$ cat config.mk
export PLATFORM = sky130hd
export DESIGN_NAME = ept_timer
export DESIGN_NICKNAME = d
export VERILOG_FILES = /design/src/pkg/ept_pkg.sv /design/src/pkg/ept_tick_if.sv /design/src/rtl/ept_prescaler.sv /design/src/rtl/ept_timer.sv
export SDC_FILE = /design/constraint.sdc
export NUM_CORES = 1
export LEC_CHECK = 0
export ABC_AREA = 1
export BUFFER_PORTS_ARGS = -buffer_cell sky130_fd_sc_hd__buf_2
export CELL_PAD_IN_SITES_DETAIL_PLACEMENT = 1
export CELL_PAD_IN_SITES_GLOBAL_PLACEMENT = 1
export CORE_UTILIZATION = 40
export CTS_CLUSTER_DIAMETER = 200
export DETAILED_ROUTE_END_ITERATION = 7
export GPL_TIMING_DRIVEN = 0
export HOLD_SLACK_MARGIN = 0.03
export PLACE_DENSITY = 0.87
export SETUP_SLACK_MARGIN = 0.05
export SKIP_CTS_REPAIR_TIMING = 1
export SLEW_MARGIN = 20
export SYNTH_ARGS = -nofsm -noshare
export SYNTH_HDL_FRONTEND = slang
export SYNTH_SLANG_ARGS = --single-unit
$ cat constraint.sdc
create_clock -name clock -period 2.1 [get_ports clock]
set_input_delay 0.105 -clock clock [delete_from_list [all_inputs] [get_ports clock]]
set_output_delay 0.105 -clock clock [all_outputs]
set_load 0.005 [all_outputs]
$ cat src/pkg/ept_pkg.sv
/*
 * Shared constants for the eight bit period timer: register map, field
 * positions, reset values, mode codes and the control state encoding.
 * Assumes one clock domain and the plain strobe register port.
 */
package ept_pkg;
   // ************************************************************
   // Widths
   // ************************************************************
   localparam int DATA_W = 8;
   localparam int ADDR_W = 3;
   localparam int PRE_W = 3;
   localparam int PRE_CNT_W = 7;
   localparam int POST_W = 4;
   localparam int MODE_W = 5;

   // ************************************************************
   // Register offsets
   // ************************************************************
   localparam logic [ADDR_W-1:0] ADR_COUNT = 3'h0;
   localparam logic [ADDR_W-1:0] ADR_LIMIT = 3'h1;
   localparam logic [ADDR_W-1:0] ADR_CTRL = 3'h2;
   localparam logic [ADDR_W-1:0] ADR_MODE = 3'h3;
   localparam logic [ADDR_W-1:0] ADR_STAT = 3'h4;

   // ************************************************************
   // Fields and reset values
   // ************************************************************
   localparam int CTRL_RUN = 7;
   localparam int CTRL_PRE_LSB = 4;
   localparam int CTRL_POST_LSB = 0;
   localparam int STAT_FLAG = 0;
   localparam int STAT_RUN = 1;
   localparam int STAT_WAIT = 2;
   localparam logic [DATA_W-1:0] COUNT_RST = 8'h00;
   localparam logic [DATA_W-1:0] LIMIT_RST = 8'hff;
   localparam logic [DATA_W-1:0] CTRL_RST = 8'h00;
   localparam logic [MODE_W-1:0] MODE_RST = 5'h00;

   // ************************************************************
   // Mode families (upper two bits of the mode field)
   // ************************************************************
   localparam logic [1:0] FAM_FREE = 2'h0;
   localparam logic [1:0] FAM_ONE = 2'h1;
   localparam logic [1:0] FAM_MONO = 2'h2;

   // ************************************************************
   // External trigger timing, in timer clock periods
   // ************************************************************
   localparam int ERS_EDGE_GAP_CYC = 6;
   localparam int ERS_LEVEL_CYC = 3;

   typedef enum logic [2:0] {
      ST_IDLE = 3'b001,
      ST_WAIT = 3'b010,
      ST_RUN = 3'b100
   } ept_state_e;
endpackage

$ cat src/pkg/ept_tick_if.sv
/*
 * Carrier between the timer core and its prescaler: clear, enable,
 * ratio select going down, the prescaled tick coming back.
 * Assumes both ends sit on the same clock.
 */
`timescale 1ns/10ps
interface ept_tick_if;
   logic clear;
   logic enable;
   logic [ept_pkg::PRE_W-1:0] sel;
   logic tick;
   modport ctl (output clear, output enable, output sel, input tick);
   modport pre (input clear, input enable, input sel, output tick);
endinterface

$ cat src/rtl/ept_prescaler.sv
/*
 * Programmable prescaler: one tick every 2**sel enabled clock cycles.
 * Assumes the core clears it on count and control register writes and timer resets.
 */
`timescale 1ns/10ps
module ept_prescaler (
   // Clock and reset
   input wire logic clock,
   input wire logic nrst,
   // Core side
   ept_tick_if.pre pi
);
   import ept_pkg::*;

   logic [PRE_CNT_W-1:0] cnt;
   logic [PRE_CNT_W-1:0] next_cnt;
   logic [PRE_CNT_W-1:0] mask;

   // ************************************************************
   // Divider
   // ************************************************************
   // Ratio 1:1 up to 1:128
   assign mask = PRE_CNT_W'((8'h01 << pi.sel) - 8'h01);
   assign pi.tick = pi.enable && !pi.clear && (cnt == mask);

   always_comb begin
      next_cnt = cnt;
      if (pi.clear) begin
         next_cnt = '0;
      end else if (pi.enable) begin
         if (cnt >= mask) begin
            next_cnt = '0;
         end else begin
            next_cnt = PRE_CNT_W'(cnt + 7'h01);
         end
      end
   end

   always_ff @(posedge clock or negedge nrst) begin
      if (!nrst) begin
         cnt <= '0;
      end else begin
         cnt <= next_cnt;
      end
   end
endmodule

$ cat src/rtl/ept_timer.sv
/*
 * Eight bit period timer with prescaler, postscaler, hardware limit
 * modes (free running, one-shot, monostable) and an external reset or
 * gate input. Assumes a 40 MHz clock, the plain strobe register port,
 * and a debug freeze level from logic on the same clock.
 */
// Local design decisions: the placing of the registers and strobed register access.
`timescale 1ns/10ps
module ept_timer (
   // Clock and reset
   input wire logic clock,
   input wire logic nrst,
   // Register port
   input wire logic [ept_pkg::ADDR_W-1:0] addr,
   input wire logic [ept_pkg::DATA_W-1:0] wdata,
   input wire logic wr,
   input wire logic rd,
   output logic [ept_pkg::DATA_W-1:0] rdata,
   // External trigger and debug
   input wire logic external_reset_signal,
   input wire logic debug_freeze,
   // Event outputs
   output logic period_event_pulse,
   output logic period_flag,
   output logic [ept_pkg::DATA_W-1:0] count_value
);
   import ept_pkg::*;

   // ************************************************************
   // Declarations
   // ************************************************************
   logic [DATA_W-1:0] period_count, next_period_count;
   logic [DATA_W-1:0] period_limit, next_period_limit;
   logic run_bit, next_run_bit;
   logic [PRE_W-1:0] pre_sel, next_pre_sel;
   logic [POST_W-1:0] postscale_match_value, next_postscale_match_value;
   logic [MODE_W-1:0] limit_mode_control, next_limit_mode_control;
   logic [POST_W-1:0] post_cnt, next_post_cnt;
   logic next_pulse, next_flag;
   logic [DATA_W-1:0] next_rdata;
   ept_state_e state, next_state;
   logic ers_s1, ers_s2, ers_s3;
   logic ev_rise, ev_fall, ev_hi, ev_lo;
   logic [1:0] fam;
   logic [2:0] var_sel;
   logic gate_mode, gate_ok, reset_ev, start_ev, need_start;
   logic wr_count, wr_ctrl, rst_act, counting, tick, match, post_hit;
   ept_tick_if pi ();

   // ************************************************************
   // Trigger synchroniser
   // ************************************************************
   // Second stage feeds the edge detector so the first stage stays clean
   always_ff @(posedge clock or negedge nrst) begin
      if (!nrst) begin
         ers_s1 <= 1'b0;
         ers_s2 <= 1'b0;
         ers_s3 <= 1'b0;
      end else begin
         ers_s1 <= external_reset_signal;
         ers_s2 <= ers_s1;
         ers_s3 <= ers_s2;
      end
   end

   // Freeze masks every trigger view
   always_comb begin
      ev_rise = !debug_freeze && ers_s2 && !ers_s3;
      ev_fall = !debug_freeze && !ers_s2 && ers_s3;
      ev_hi = !debug_freeze && ers_s2;
      ev_lo = !debug_freeze && !ers_s2;
   end

   // ************************************************************
   // Mode decode
   // ************************************************************
   // Edge modes count on one detection per edge, fine at 6 clock spacing
   assign fam = limit_mode_control[4:3];
   assign var_sel = limit_mode_control[2:0];

   always_comb begin
      gate_mode = 1'b0;
      gate_ok = 1'b1;
      reset_ev = 1'b0;
      start_ev = 1'b0;
      need_start = 1'b0;
      case (fam)
         FAM_ONE: begin
            need_start = (var_sel != 3'h0);
            case (var_sel)
               3'h1, 3'h4, 3'h6: start_ev = ev_rise;
               3'h2, 3'h5, 3'h7: start_ev = ev_fall;
               3'h3: start_ev = ev_rise || ev_fall;
               default: start_ev = 1'b0;
            endcase
            case (var_sel)
               3'h4: reset_ev = ev_rise;
               3'h5: reset_ev = ev_fall;
               3'h6: reset_ev = ev_lo;
               3'h7: reset_ev = ev_hi;
               default: reset_ev = 1'b0;
            endcase
         end
         FAM_MONO: begin
            // Reserved variants 4 to 7 wait in ST_WAIT with no start event
            need_start = (var_sel != 3'h0);
            case (var_sel)
               3'h1: start_ev = ev_rise;
               3'h2: start_ev = ev_fall;
               3'h3: start_ev = ev_rise || ev_fall;
               default: start_ev = 1'b0;
            endcase
         end
         default: begin
            case (var_sel)
               3'h1: begin
                  gate_mode = 1'b1;
                  gate_ok = ev_hi;
               end
               3'h2: begin
                  gate_mode = 1'b1;
                  gate_ok = ev_lo;
               end
               3'h3: reset_ev = ev_rise || ev_fall;
               3'h4: reset_ev = ev_rise;
               3'h5: reset_ev = ev_fall;
               3'h6: reset_ev = ev_lo;
               3'h7: reset_ev = ev_hi;
               default: reset_ev = 1'b0;
            endcase
         end
      endcase
   end

   // ************************************************************
   // Prescaler hookup
   // ************************************************************
   assign wr_count = wr && (addr == ADR_COUNT);
   assign wr_ctrl = wr && (addr == ADR_CTRL);
   assign rst_act = run_bit && reset_ev;
   // A held gate or a frozen core stops the prescaler as well
   assign counting = (state == ST_RUN) && gate_ok && !debug_freeze;
   assign pi.clear = wr_count || wr_ctrl || rst_act;
   assign pi.enable = counting;
   assign pi.sel = pre_sel;
   assign tick = pi.tick;
   assign match = tick && (period_count == period_limit);
   assign post_hit = (post_cnt == postscale_match_value);

   ept_prescaler u_pre (
      .clock(clock),
      .nrst(nrst),
      .pi(pi)
   );

   // ************************************************************
   // Registers, counters and control state
   // ************************************************************
   always_comb begin
      next_period_count = period_count;
      next_period_limit = period_limit;
      next_run_bit = run_bit;
      next_pre_sel = pre_sel;
      next_postscale_match_value = postscale_match_value;
      next_limit_mode_control = limit_mode_control;
      next_post_cnt = post_cnt;
      next_pulse = 1'b0;
      next_state = state;
      // Count: software write beats a timer reset, which beats a tick
      if (wr_count) begin
         next_period_count = wdata;
      end else if (rst_act) begin
         next_period_count = '0;
      end else if (match) begin
         next_period_count = '0;
      end else if (tick) begin
         next_period_count = DATA_W'(period_count + 8'h01);
      end
      if (wr && (addr == ADR_LIMIT)) begin
         next_period_limit = wdata;
      end
      if (wr && (addr == ADR_MODE)) begin
         next_limit_mode_control = wdata[MODE_W-1:0];
      end
      // Postscaler: 1:1 up to 1:16
      if (pi.clear) begin
         next_post_cnt = '0;
      end else if (match) begin
         if (post_hit) begin
            next_post_cnt = '0;
            next_pulse = 1'b1;
         end else begin
            next_post_cnt = POST_W'(post_cnt + 4'h1);
         end
      end
      // Control state
      case (state)
         ST_IDLE: begin
            if (run_bit) begin
               next_state = need_start ? ST_WAIT : ST_RUN;
            end
         end
         ST_WAIT: begin
            if (start_ev) begin
               next_state = ST_RUN;
            end
         end
         ST_RUN: begin
            if (match && (fam == FAM_ONE)) begin
               next_run_bit = 1'b0;
               next_state = ST_IDLE;
            end else if (match && (fam == FAM_MONO)) begin
               next_state = ST_WAIT;
            end
         end
         default: next_state = ST_IDLE;
      endcase
      if (!run_bit) begin
         next_state = ST_IDLE;
      end
      // Software write wins over the hardware clear of the run bit
      if (wr_ctrl) begin
         next_run_bit = wdata[CTRL_RUN];
         next_pre_sel = wdata[CTRL_PRE_LSB +: PRE_W];
         next_postscale_match_value = wdata[CTRL_POST_LSB +: POST_W];
      end
   end

   // Set wins over a same-cycle write-one clear
   always_comb begin
      next_flag = period_flag;
      if (wr && (addr == ADR_STAT) && wdata[STAT_FLAG]) begin
         next_flag = 1'b0;
      end
      if (next_pulse) begin
         next_flag = 1'b1;
      end
   end

   always_comb begin
      next_rdata = '0;
      if (rd) begin
         case (addr)
            ADR_COUNT: next_rdata = period_count;
            ADR_LIMIT: next_rdata = period_limit;
            ADR_CTRL: begin
               next_rdata[CTRL_RUN] = run_bit;
               next_rdata[CTRL_PRE_LSB +: PRE_W] = pre_sel;
               next_rdata[CTRL_POST_LSB +: POST_W] = postscale_match_value;
            end
            ADR_MODE: next_rdata[MODE_W-1:0] = limit_mode_control;
            ADR_STAT: begin
               next_rdata[STAT_FLAG] = period_flag;
               next_rdata[STAT_RUN] = (state == ST_RUN);
               next_rdata[STAT_WAIT] = (state == ST_WAIT);
            end
            default: next_rdata = '0;
         endcase
      end
   end

   always_ff @(posedge clock or negedge nrst) begin
      if (!nrst) begin
         period_count <= COUNT_RST;
         period_limit <= LIMIT_RST;
         run_bit <= CTRL_RST[CTRL_RUN];
         pre_sel <= CTRL_RST[CTRL_PRE_LSB +: PRE_W];
         postscale_match_value <= CTRL_RST[CTRL_POST_LSB +: POST_W];
         limit_mode_control <= MODE_RST;
         post_cnt <= '0;
         period_event_pulse <= 1'b0;
         period_flag <= 1'b0;
         rdata <= '0;
         state <= ST_IDLE;
      end else begin
         period_count <= next_period_count;
         period_limit <= next_period_limit;
         run_bit <= next_run_bit;
         pre_sel <= next_pre_sel;
         postscale_match_value <= next_postscale_match_value;
         limit_mode_control <= next_limit_mode_control;
         post_cnt <= next_post_cnt;
         period_event_pulse <= next_pulse;
         period_flag <= next_flag;
         rdata <= next_rdata;
         state <= next_state;
      end
   end

   assign count_value = period_count;
endmodule

Word-level counts from Yosys, hierarchy flattened
Index checks and enable logic that the tools add are counted.

word-level totals
  register bits after elaboration = 56
  input bits = 17
  memory bits (read-only) = 0
  RAM bits = 0
  bits in latches = 0
  memories kept = 0
  output and inout port bits = 18

cells by class
  div/mod/pow operators = 0
  equal/unequal tests = 21
  shift operators = 1
  reductions and logical operators = 38
  multiply operators = 0
  bitwise operators = 0
  mux-type cells = 37
  add/sub/neg operators = 4
  $lt $le $gt $ge = 1

operators with widths
  cell                                              count
  two-way mux 8 bit                                 5
  two-way mux 7 bit                                 3
  == test 3 bit, second input constant              6
  logical AND 1 bit                                 18
  one-hot mux 3 bit (3 select lines)                2
  == test 3 x 2 -> 1 bit, second input constant     5
  two-way mux 3 bit                                 5
  one-hot mux 3 bit (5 select lines)                1
  two-way mux 4 bit                                 3
  two-way mux 1 bit                                 10
  nonzero test 2 bit                                5
  == test 3 x 1 -> 1 bit, second input constant     3
  adder 8 x 1 -> 8 bit, second input constant       1
  == test 8 bit                                     1
  one-hot mux 2 bit (4 select lines)                1
  adder 7 x 1 -> 7 bit, second input constant       1
  == test 7 bit                                     1
  greater-or-equal comparator 7 bit                 1
  left shift 1 x 3 -> 7 bit, first input constant   1
  subtractor 7 x 1 -> 7 bit, second input constant  1
  one-hot mux 1 bit (2 select lines)                3
  one-hot mux 1 bit (3 select lines)                2
  OR reduction 3 bit                                2
  one-hot mux 1 bit (5 select lines)                1
  other kinds (14)                                  20

Logic depth before layout (Yosys ltp)
Gate-level depths: netlist of run 1.

  depth in word-level cells = 17
  mapped depth = 16
  mapped depth without buffers = 15

By module
From an unflattened synthesis of run 1, not the netlist that was laid out.

second synthesis, totals
  cells, all modules = 503
  area total of the unflattened synthesis = 3518.4 µm²

by module, submodules not included
  module         cells each  times used  area an instance (µm²)
  ept_timer      404         1           2892.8
  ept_prescaler  99          1           625.6

Worst setup path before layout of run 1
Ideal clock, no wire load.

  path type = reg2reg
  from = register pre_sel[1], in the netlist pi.sel[1]
  to = register period_count[0], in the netlist count_value[0]
  cell stages (with the launch flop) = 13
  required time = 1971 ps
  slack = 137 ps
  arrival time = 1834 ps
  cells stage by stage = dfrtp_1 > o21ai_0 > ha_1 > inv_1 > nor2_1 > nand4_1 > nor2_8 > inv_2 > nand2_4 > inv_2 > buf_6 > a21oi_1 > a22oi_2

on the way
  longest elaborated chain between the ends = 8
  elaborated cells between the ends (all ways) = 9
  those cells by class = add/sub: 1; eq/ne: 1; shift: 1; mux: 3; reduce/logical: 3

RTL lines
  element                      line                 text
  from (decl)                  ept_timer.sv:35      logic [PRE_W-1:0] pre_sel, next_pre_sel;
  from (signal assigned)       ept_timer.sv:267     pre_sel <= CTRL_RST[CTRL_PRE_LSB +: PRE_W];
  from (signal assigned)       ept_timer.sv:279     pre_sel <= next_pre_sel;
  left shift 1 x 3 -> 7 bit *  ept_prescaler.sv:23  assign mask = PRE_CNT_W'((8'h01 << pi.sel) - 8'h01);
  subtractor 7 x 1 -> 7 bit *  ept_prescaler.sv:23
  == test 7 bit *              ept_prescaler.sv:24  assign pi.tick = pi.enable && !pi.clear && (cnt == mask);
  logical AND 1 bit *          ept_prescaler.sv:24
  logical AND 1 bit            ept_timer.sv:147     assign match = tick && (period_count == period_limit);
  two-way mux 8 bit            ept_timer.sv:174     end else if (match) begin
  two-way mux 8 bit            ept_timer.sv:172     end else if (rst_act) begin
  two-way mux 8 bit            ept_timer.sv:170     if (wr_count) begin
  to (signal assigned)         ept_timer.sv:276     period_count <= next_period_count;
  to (decl)                    ept_timer.sv:32      logic [DATA_W-1:0] period_count, next_period_count;

Mark *: on every way between the ends. The rest lies on a longest branch, timed or not.
A chain may end at the register's enable or synchronous reset.

Worst setup path after layout of run 1
  from = register limit_mode_control[3]
  to = register period_count[1], in the netlist count_value[1]

on the way
  longest elaborated chain between the ends = 11
  elaborated cells between the ends (all ways) = 17
  those cells by class = eq/ne: 2; mux: 5; reduce/logical: 10

RTL lines
  element                                                                          line                                   text
  from (decl)                                                                      ept_timer.sv:37                        logic [MODE_W-1:0] limit_mode_control, next_limit_mode_control;
  from (signal assigned)                                                           ept_timer.sv:281                       limit_mode_control <= next_limit_mode_control;
  == test 2 bit / == test 2 x 1 -> 1 bit (equally long branches)                   -
  one-hot mux 1 bit (2 select lines) / OR reduction 2 bit (equally long branches)  -
  logical AND 1 bit / two-way mux 1 bit (equally long branches)                    ept_timer.sv:140, ept_timer.sv:87
  logical OR 1 bit / logical AND 1 bit (equally long branches)                     ept_timer.sv:143, ept_timer.sv:142
  zero test 1 bit / logical AND 1 bit (equally long branches)                      ept_prescaler.sv:24, ept_timer.sv:142
  logical AND 1 bit (2 in series)                                                  ept_prescaler.sv:24
  logical AND 1 bit                                                                ept_timer.sv:147
  two-way mux 8 bit                                                                ept_timer.sv:174
  two-way mux 8 bit                                                                ept_timer.sv:172
  two-way mux 8 bit                                                                ept_timer.sv:170

Several ways; a longest one is shown, not always the timed one.

==> summary.md, run 1 <==
| Metric | Value |
|---|---|
| Post-route DRC | `0` |
| Pwr/cell area | `948 mW/mm^2` |
| Antenna cells | `0` |
| Net Sw Power | `1.50 mW` |
| Worst reg2reg setup slack | `-0.09 ns` |
| Nets@finish | `492` |
| P&R area growth vs syn | `25.2%` |
| GR Overflow Total | `0` |
| RSZ-0062 raised after global routing | `true` |
| Combinational power share | `37.7%` |
| Clock Skew | `0.00891 ns` |
| Gpl congestion | `0.875` |
| Core Area | `0.00781 sq mm` |
| Vias in the first global route | `3139` |
| Antenna Violating Nets Remaining | `0` |
| Status | `finished, violations left` |
| Via count | `3201` |
| Ys Warns | `0` |
| Clk pwr share | `22.2%` |
| Final-report max-slew violation count | `0` |
| Failing checks | `negative setup slack` |
| Switching share of power | `38.7%` |
| Flop pwr share | `40.1%` |
| Syn Nets | `430` |
| Final cell count without fillers | `565` |
| Max Clk Rate | `456 MHz` |
| Synth unique cells | `36` |
| DP Wirelength | `6.81 mm` |
| Total wire length | `11.4 mm` |
| CTS tree | `yes` |
| Fin worst setup slack | `-0.0912 ns` |
| Gr usage total | `23.0%` |
| WP data arrival | `2.44 ns` |
| Mean post-synth cell area | `8.16 sq um` |
| Period utilization | `104%` |
| Initial Utilization | `41.9%` |
| Slew Limit Headroom | `50.4%` |
| Die X | `92.4 um` |
| Startpoint class of the critical path | `register` |
| Setup Crit Path Kind | `register to register` |
| Post-DR wirelength/cell | `20.2 um` |
| IR drop worst, VDD | `687 uV` |
| Initial antenna violation count | `0` |
| Mapped cell area | `0.00327 sq mm` |
| First-pass GRT wire length | `15.3 mm` |
| Clock root buffer | `clkbuf_8` |
| Max-cap violations | `0` |
| CTS Buffer Depth | `2` |
| Static leakage | `1.98 nW` |
| Fraction of layout instances using a drive strength above 1 | `28.7%` |
| Cts bufs inserted | `5` |
| Crit-path max FO | `8` |
| Clk Latency, worst-skew pair | `0.32 ns` |
| I/O Buffers | `34` |
| Clock sinks | `56` |
| # rows | `32` |
| Final Power | `3.88 mW` |
| Via/cell ratio | `5.67` |
| Worst Setup End Kind | `register` |
| Drt pass-1 iters | `4` |
| I/O Pins | `35` |
| Clock-pin slew on the worst setup and hold paths | `0.11 ns` |
| H-tree depth | `2` |
| Post-Synthesis Cells | `401` |
| # placed instances | `537` |
| Yosys reg bits | `56` |
| Final hold vios | `0` |
| Required time of the critical path | `2.35 ns` |
| Die Y | `92.4 um` |
| Final setup viols | `9` |
| 1st-iter DRT viols | `181` |
| Register area share after synthesis | `43.2%` |
| Hold Crit Class | `primary input to register` |
| Fin crit period | `2.19 ns` |
| Fin Setup TNS | `-0.401 ns` |
| Worst Tran Pin Value | `0.744 ns` |
| Die footprint | `0.00854 sq mm` |
| Pin count of the biggest net entering global routing | `57` |
| Int Pwr | `2.38 mW` |
[power groups by stage]
stage                     clock network, mW  registers, mW  logic, mW
after floorplan                           0           1.50      0.824
after global placement                    0           1.53       1.13
after detailed placement                  0           1.54       1.19
after CTS                             0.854           1.52       1.21
after global routing                  0.894           1.58       1.61
final                                 0.861           1.56       1.46
[cell usage after synthesis (all sizes together)]
master | count | area [sq um]
o211ai | 1 | 7.51
xnor2 | 12 | 105
dfstp | 9 | 236
nand3 | 26 | 143
nand2 | 83 | 339
a22o | 1 | 8.76
nor3 | 11 | 76.3
inv | 64 | 240
clkbuf | 3 | 12.5
o2111ai | 2 | 17.5
or2 | 1 | 6.26
xor2 | 9 | 78.8
dfrtp | 47 | 1180
ha | 12 | 150
o22ai | 9 | 56.3
nand4 | 8 | 50.1
nand3b | 1 | 7.51
nor2 | 33 | 160
buf | 3 | 21.3
a22oi | 4 | 45.1
o21ai | 34 | 170
o221ai | 1 | 8.76
a221oi | 5 | 43.8
a21oi | 22 | 110
[placed cells by master, fill, tap and decap left out, drive strengths merged, types with 8 or more instances in the layout]
cell,n
nand3,26
o22ai,9
nor3,11
a21oi,22
nand2,83
o21ai,34
xor2,9
dfrtp,47
nor2,33
nand4,8
clkbuf,9
dfstp,9
buf,55
inv,64
ha,12
xnor2,12
[path summary, 6_finish.rpt]
kind	startpoint	end	depth (start not counted)
max in group asynchronous	nrst	limit_mode_control[1]$_DFFE_PN0P_	2
max reg2reg	limit_mode_control[3]$_DFFE_PN0P_	count_value[1]$_DFFE_PN0P_	13
max	limit_mode_control[3]$_DFFE_PN0P_	count_value[1]$_DFFE_PN0P_	13
min reg2reg	ers_s1$_DFF_PN0_	ers_s2$_DFF_PN0_	0
min	rd	rdata[7]$_DFF_PN0_	3
min in group asynchronous	nrst	u_pre.cnt[4]$_DFFE_PN0P_	2
[registers in the layout, indices dropped and copies added (netlist names), 3 cells and up]
register	flops
pi.sel	3
postscale_match_value	4
period_limit	8
rdata	8
state	3
count_value	8
limit_mode_control	5
u_pre.cnt	7
post_cnt	4
[layout make-up]
class / instances / area [sq um]
clock inverters: 2 / 60.1
well taps: 102 / 128
plain buffers: 6 / 42.5
multi-input cells: 275 / 1760
flip-flops and latches: 56 / 1420
fillers: 935 / 3710
inverters: 64 / 245
clock buffers: 5 / 68.8
repair buffers: 55 / 369
[cell families (layout without fill, tap and decap cells)]
group | after synthesis | in the layout | synth area share (%)
compound gates | 79 | 79 | 14.3
xor+xnor | 21 | 21 | 5.62
fa+ha+maj | 12 | 12 | 4.59
buf+inv | 70 | 132 | 8.38
flops | 56 | 56 | 43.2
simple gates | 163 | 163 | 23.9
[per-layer routing]
layer	vias to the layer above	track usage [%]	share of wire [%]
li1	1445	-	-
met1	1607	27.5	40
met2	119	42.5	53
met3	30	3.04	4.0
met4	0	6.51	3.2
met5	-	0	0
[worst max-delay path, cell delays in order, from the launching register on]
cell     delay [ns]
dfrtp_1        0.44
inv_2          0.08
ha_4           0.31
nand2_1        0.07
nor3_1         0.24
nor2_2         0.10
nand3_4        0.12
nor2_8         0.06
nand2_4        0.09
inv_4          0.06
nor2_4         0.12
buf_12         0.14
nand2_1        0.09
a22oi_2        0.18
[through the flow]
stage | util (%) | instance area, sq um | hold slack (ns) | setup slack [ns]
after floorplan | - | 3270 | -0.191 | 0.137
after global placement | 45.7 | 3570 | 0.216 | -0.0760
after detailed placement | 45.7 | 3570 | 0.215 | -0.182
after CTS | 47.4 | 3700 | -0.136 | -0.275
after global routing | 52.5 | 4100 | 0.0334 | -0.189
final | 52.5 | 4100 | 0.00984 | -0.0912
Power figures use the tool's default switching activity.
==> run 2, diff against run 1 <==
--- a/config.mk
+++ b/config.mk
@@ -6,12 +6,12 @@
 export NUM_CORES = 1
 export LEC_CHECK = 0
 export ABC_AREA = 1
-export BUFFER_PORTS_ARGS = -buffer_cell sky130_fd_sc_hd__buf_2
 export CELL_PAD_IN_SITES_DETAIL_PLACEMENT = 1
 export CELL_PAD_IN_SITES_GLOBAL_PLACEMENT = 1
-export CORE_UTILIZATION = 40
+export CORE_UTILIZATION = 43
 export CTS_CLUSTER_DIAMETER = 200
 export DETAILED_ROUTE_END_ITERATION = 7
+export DONT_BUFFER_PORTS = 1
 export GPL_TIMING_DRIVEN = 0
 export HOLD_SLACK_MARGIN = 0.03
 export PLACE_DENSITY = 0.87
==> run 2 against run 1 <==
The run still ends with negative setup slack left. Count of clock-buffer cells in the layout unchanged. Sequential share of layout area grew 1.4 points. Combinational power fell by 9.6%. Fmax increased by 1.5%. Global-route usage up 0.49 points. Die area shrank 6.8%. Critical path type unchanged. Largest cell class unchanged. Highest routed layer unchanged.
==> summary.md, run 2 (synthesis gave the netlist of run 1 again) <==
| Metric | Value |
|---|---|
| Final hold vios | `0 (unchanged)` |
| Via/cell ratio | `5.61 (was 5.67)` |
| H-tree depth | `2 (unchanged)` |
| Nets@finish | `465 (was 492)` |
| IR drop worst, VDD | `568 uV (was 687 uV)` |
| Final-report max-slew violation count | `0 (unchanged)` |
| Fin crit period | `2.16 ns (was 2.19 ns)` |
| WP buf/inv | `2 (was 3)` |
| Critical Path Stages | `10 (was 13)` |
| Cell count of the worst hold path | `2 (was 3)` |
| Slew Limit Headroom | `62.8% (was 50.4%)` |
| CP peak stage delay | `0.49 ns (was 0.44 ns)` |
| Clk Latency, worst-skew pair | `0.33 ns (was 0.32 ns)` |
| Crit-path max FO | `7 (was 8)` |
| Final Power | `3.55 mW (was 3.88 mW)` |
| Antenna Violating Nets Remaining | `0 (unchanged)` |
| GR Overflow Total | `0 (unchanged)` |
| Commonest non-fill, non-tap cell in the layout | `nand2_1 (unchanged)` |
| Clock root buffer | `clkbuf_8 (unchanged)` |
| 1st-iter DRT viols | `166 (was 181)` |
| Worst Tran Pin Value | `0.553 ns (was 0.744 ns)` |
| Initial antenna violation count | `0 (unchanged)` |
| DP Wirelength | `6.54 mm (was 6.81 mm)` |
| Fraction of layout instances using a drive strength above 1 | `22.0% (was 28.7%)` |
| RSZ-0062 raised after global routing | `true (unchanged)` |
| R2R cell count | `10 (was 13)` |
| Drt pass-1 iters | `4 (unchanged)` |
| Final setup viols | `13 (was 9)` |
| WP data arrival | `2.40 ns (was 2.44 ns)` |
| Pin count of the biggest net entering global routing | `57 (unchanged)` |
| Initial Utilization | `44.9% (was 41.9%)` |
| Total wire length | `10.2 mm (was 11.4 mm)` |
| Clock-pin slew on the worst setup and hold paths | `0.12 ns (was 0.11 ns)` |
| GR Util met1 | `31.6% (was 27.5%)` |
| CP top delay family | `compound AO/OA/AOI/OAI gates (was simple AND/OR/NAND/NOR gates)` |
| Failing checks | `negative setup slack (unchanged)` |
| Gpl congestion | `0.882 (was 0.875)` |
| Required time of the critical path | `2.34 ns (was 2.35 ns)` |
| Antenna cells | `0 (unchanged)` |
| Most frequent cells in the layout | `76 x nand2_1, 53 x inv_1, 43 x dfrtp_1 (was 74 x nand2_1, 55 x inv_1, 43 x dfrtp_1)` |
| CTS tree | `yes (unchanged)` |
| Cell Chain, Critical Path | `a21oi_2 -> ha_1 -> buf_4 -> a21oi_1 -> o21ai_1 -> nand3_1 -> o2111ai_1 -> nor2_2 -> inv_2 -> o22ai_1 (was inv_2 -> ha_4 -> nand2_1 -> nor3_1 -> nor2_2 -> nand3_4 -> nor2_8 -> nand2_4 -> inv_4 -> nor2_4 -> buf_12 -> nand2_1 -> a22oi_2)` |
| Max Clk Rate | `463 MHz (was 456 MHz)` |
| Met2 GRT Util | `38.0% (was 42.5%)` |
| GRT Max-Usage Layer | `met2 (unchanged)` |
| Die X | `89.2 um (was 92.4 um)` |
| Static leakage | `1.85 nW (was 1.98 nW)` |
| Clock sinks | `56 (unchanged)` |
| Worst-path cell with the longest stage delay | `dfrtp_2 (was dfrtp_1)` |
| Pwr/cell area | `901 mW/mm^2 (was 948 mW/mm^2)` |
| Fin worst setup slack | `-0.0592 ns (was -0.0912 ns)` |
| I/O Pins | `35 (unchanged)` |
| Die Y | `89.2 um (was 92.4 um)` |
| First-pass GRT wire length | `14.0 mm (was 15.3 mm)` |
| Hold Crit Class | `primary input to register (unchanged)` |
| Status | `finished, violations left (unchanged)` |
| Setup Crit Path Kind | `register to register (unchanged)` |
| Die footprint | `0.00796 sq mm (was 0.00854 sq mm)` |
| Via count | `3005 (was 3201)` |
| Gr usage total | `23.4% (was 23.0%)` |
| Setup WS pre-CTS | `-0.150 ns (was -0.182 ns)` |
| Startpoint class of the critical path | `register (unchanged)` |
| Worst Setup End Kind | `register (unchanged)` |
| # rows | `31 (was 32)` |
| Met3 Use GR | `4.34% (was 3.04%)` |
| Post-route DRC | `0 (unchanged)` |
| Period utilization | `103% (was 104%)` |
| Clock Skew | `0.0179 ns (was 0.00891 ns)` |
| Core Area | `0.00729 sq mm (was 0.00781 sq mm)` |
| P&R area growth vs syn | `20.4% (was 25.2%)` |
| I/O Buffers | `0 (was 34)` |
| Vias in the first global route | `2883 (was 3139)` |
| Cts bufs inserted | `5 (unchanged)` |
| CTS Buffer Depth | `2 (unchanged)` |
| Max-cap violations | `0 (unchanged)` |
| Post-DR wirelength/cell | `19.0 um (was 20.2 um)` |
-- run 2: cell count changes in the layout (fill, tap and decap cells not counted), moves of 3 or more --
cell | before | now
dlygate4sd3_1 | 2 | 13
buf_2 | 35 | 2
a21oi_2 | 4 | 8
a21oi_1 | 15 | 12
buf_4 | 17 | 12
nand3_1 | 19 | 22
-- run 2: report_power, final --
part / total, mW / leakage (nW) / switching (mW) / internal (mW)
sequential: 1.58 / 0.691 / 0.274 / 1.30
clock: 0.651 / 0.0423 / 0.407 / 0.244
combinational: 1.32 / 1.11 / 0.789 / 0.532
-- run 2: layer usage --
metal	vias to the layer above	wire (um)
met5	-	0
met3	19	473
met4	0	218
met1	1521	4130
li1	1387	-
met2	78	5370
-- run 2: final timing paths --
kind	slack, ns	start	to
hold / removal	0.004	wdata[2]	period_limit[2]$_DFFE_PN1P_
min in group asynchronous	0.32	nrst	limit_mode_control[4]$_DFFE_PN0P_
setup reg to reg	-0.06	pi.sel[1]$_DFFE_PN0P_	u_pre.cnt[5]$_DFFE_PN0P_
setup / recovery	-0.06	pi.sel[1]$_DFFE_PN0P_	u_pre.cnt[5]$_DFFE_PN0P_
max in group asynchronous	1.47	nrst	state[0]$_DFFE_PN1P_
hold reg to reg	0.37	ers_s1$_DFF_PN0_	ers_s2$_DFF_PN0_
-- run 2: cell type report --
| cell class | count | area (sq um) |
|---|---|---|
| fillers | 908 | 3350 |
| clock inverters | 3 | 26.3 |
| well taps | 99 | 124 |
| inverters | 64 | 248 |
| flip-flops and latches | 56 | 1420 |
| clock buffers | 5 | 68.8 |
| plain buffers | 6 | 42.5 |
| multi-input cells | 275 | 1730 |
| repair buffers | 28 | 284 |
-- run 2: metrics by stage --
| step | cells | util (%) | hold slack, ns | area (sq um) | setup TNS, ns |
|---|---|---|---|---|---|
| finish | 536 | 54.0 | 0.00440 | 3940 | -0.485 |
| global route | 536 | 54.0 | 0.0259 | 3940 | -2.00 |
| CTS | 508 | 47.9 | -0.549 | 3490 | -1.14 |
| detailed placement | 500 | 46.6 | -0.188 | 3390 | -0.812 |
| global placement | 500 | 46.6 | -0.188 | 3390 | -0.549 |
| floorplan | 401 | - | -0.191 | 3270 | 0 |
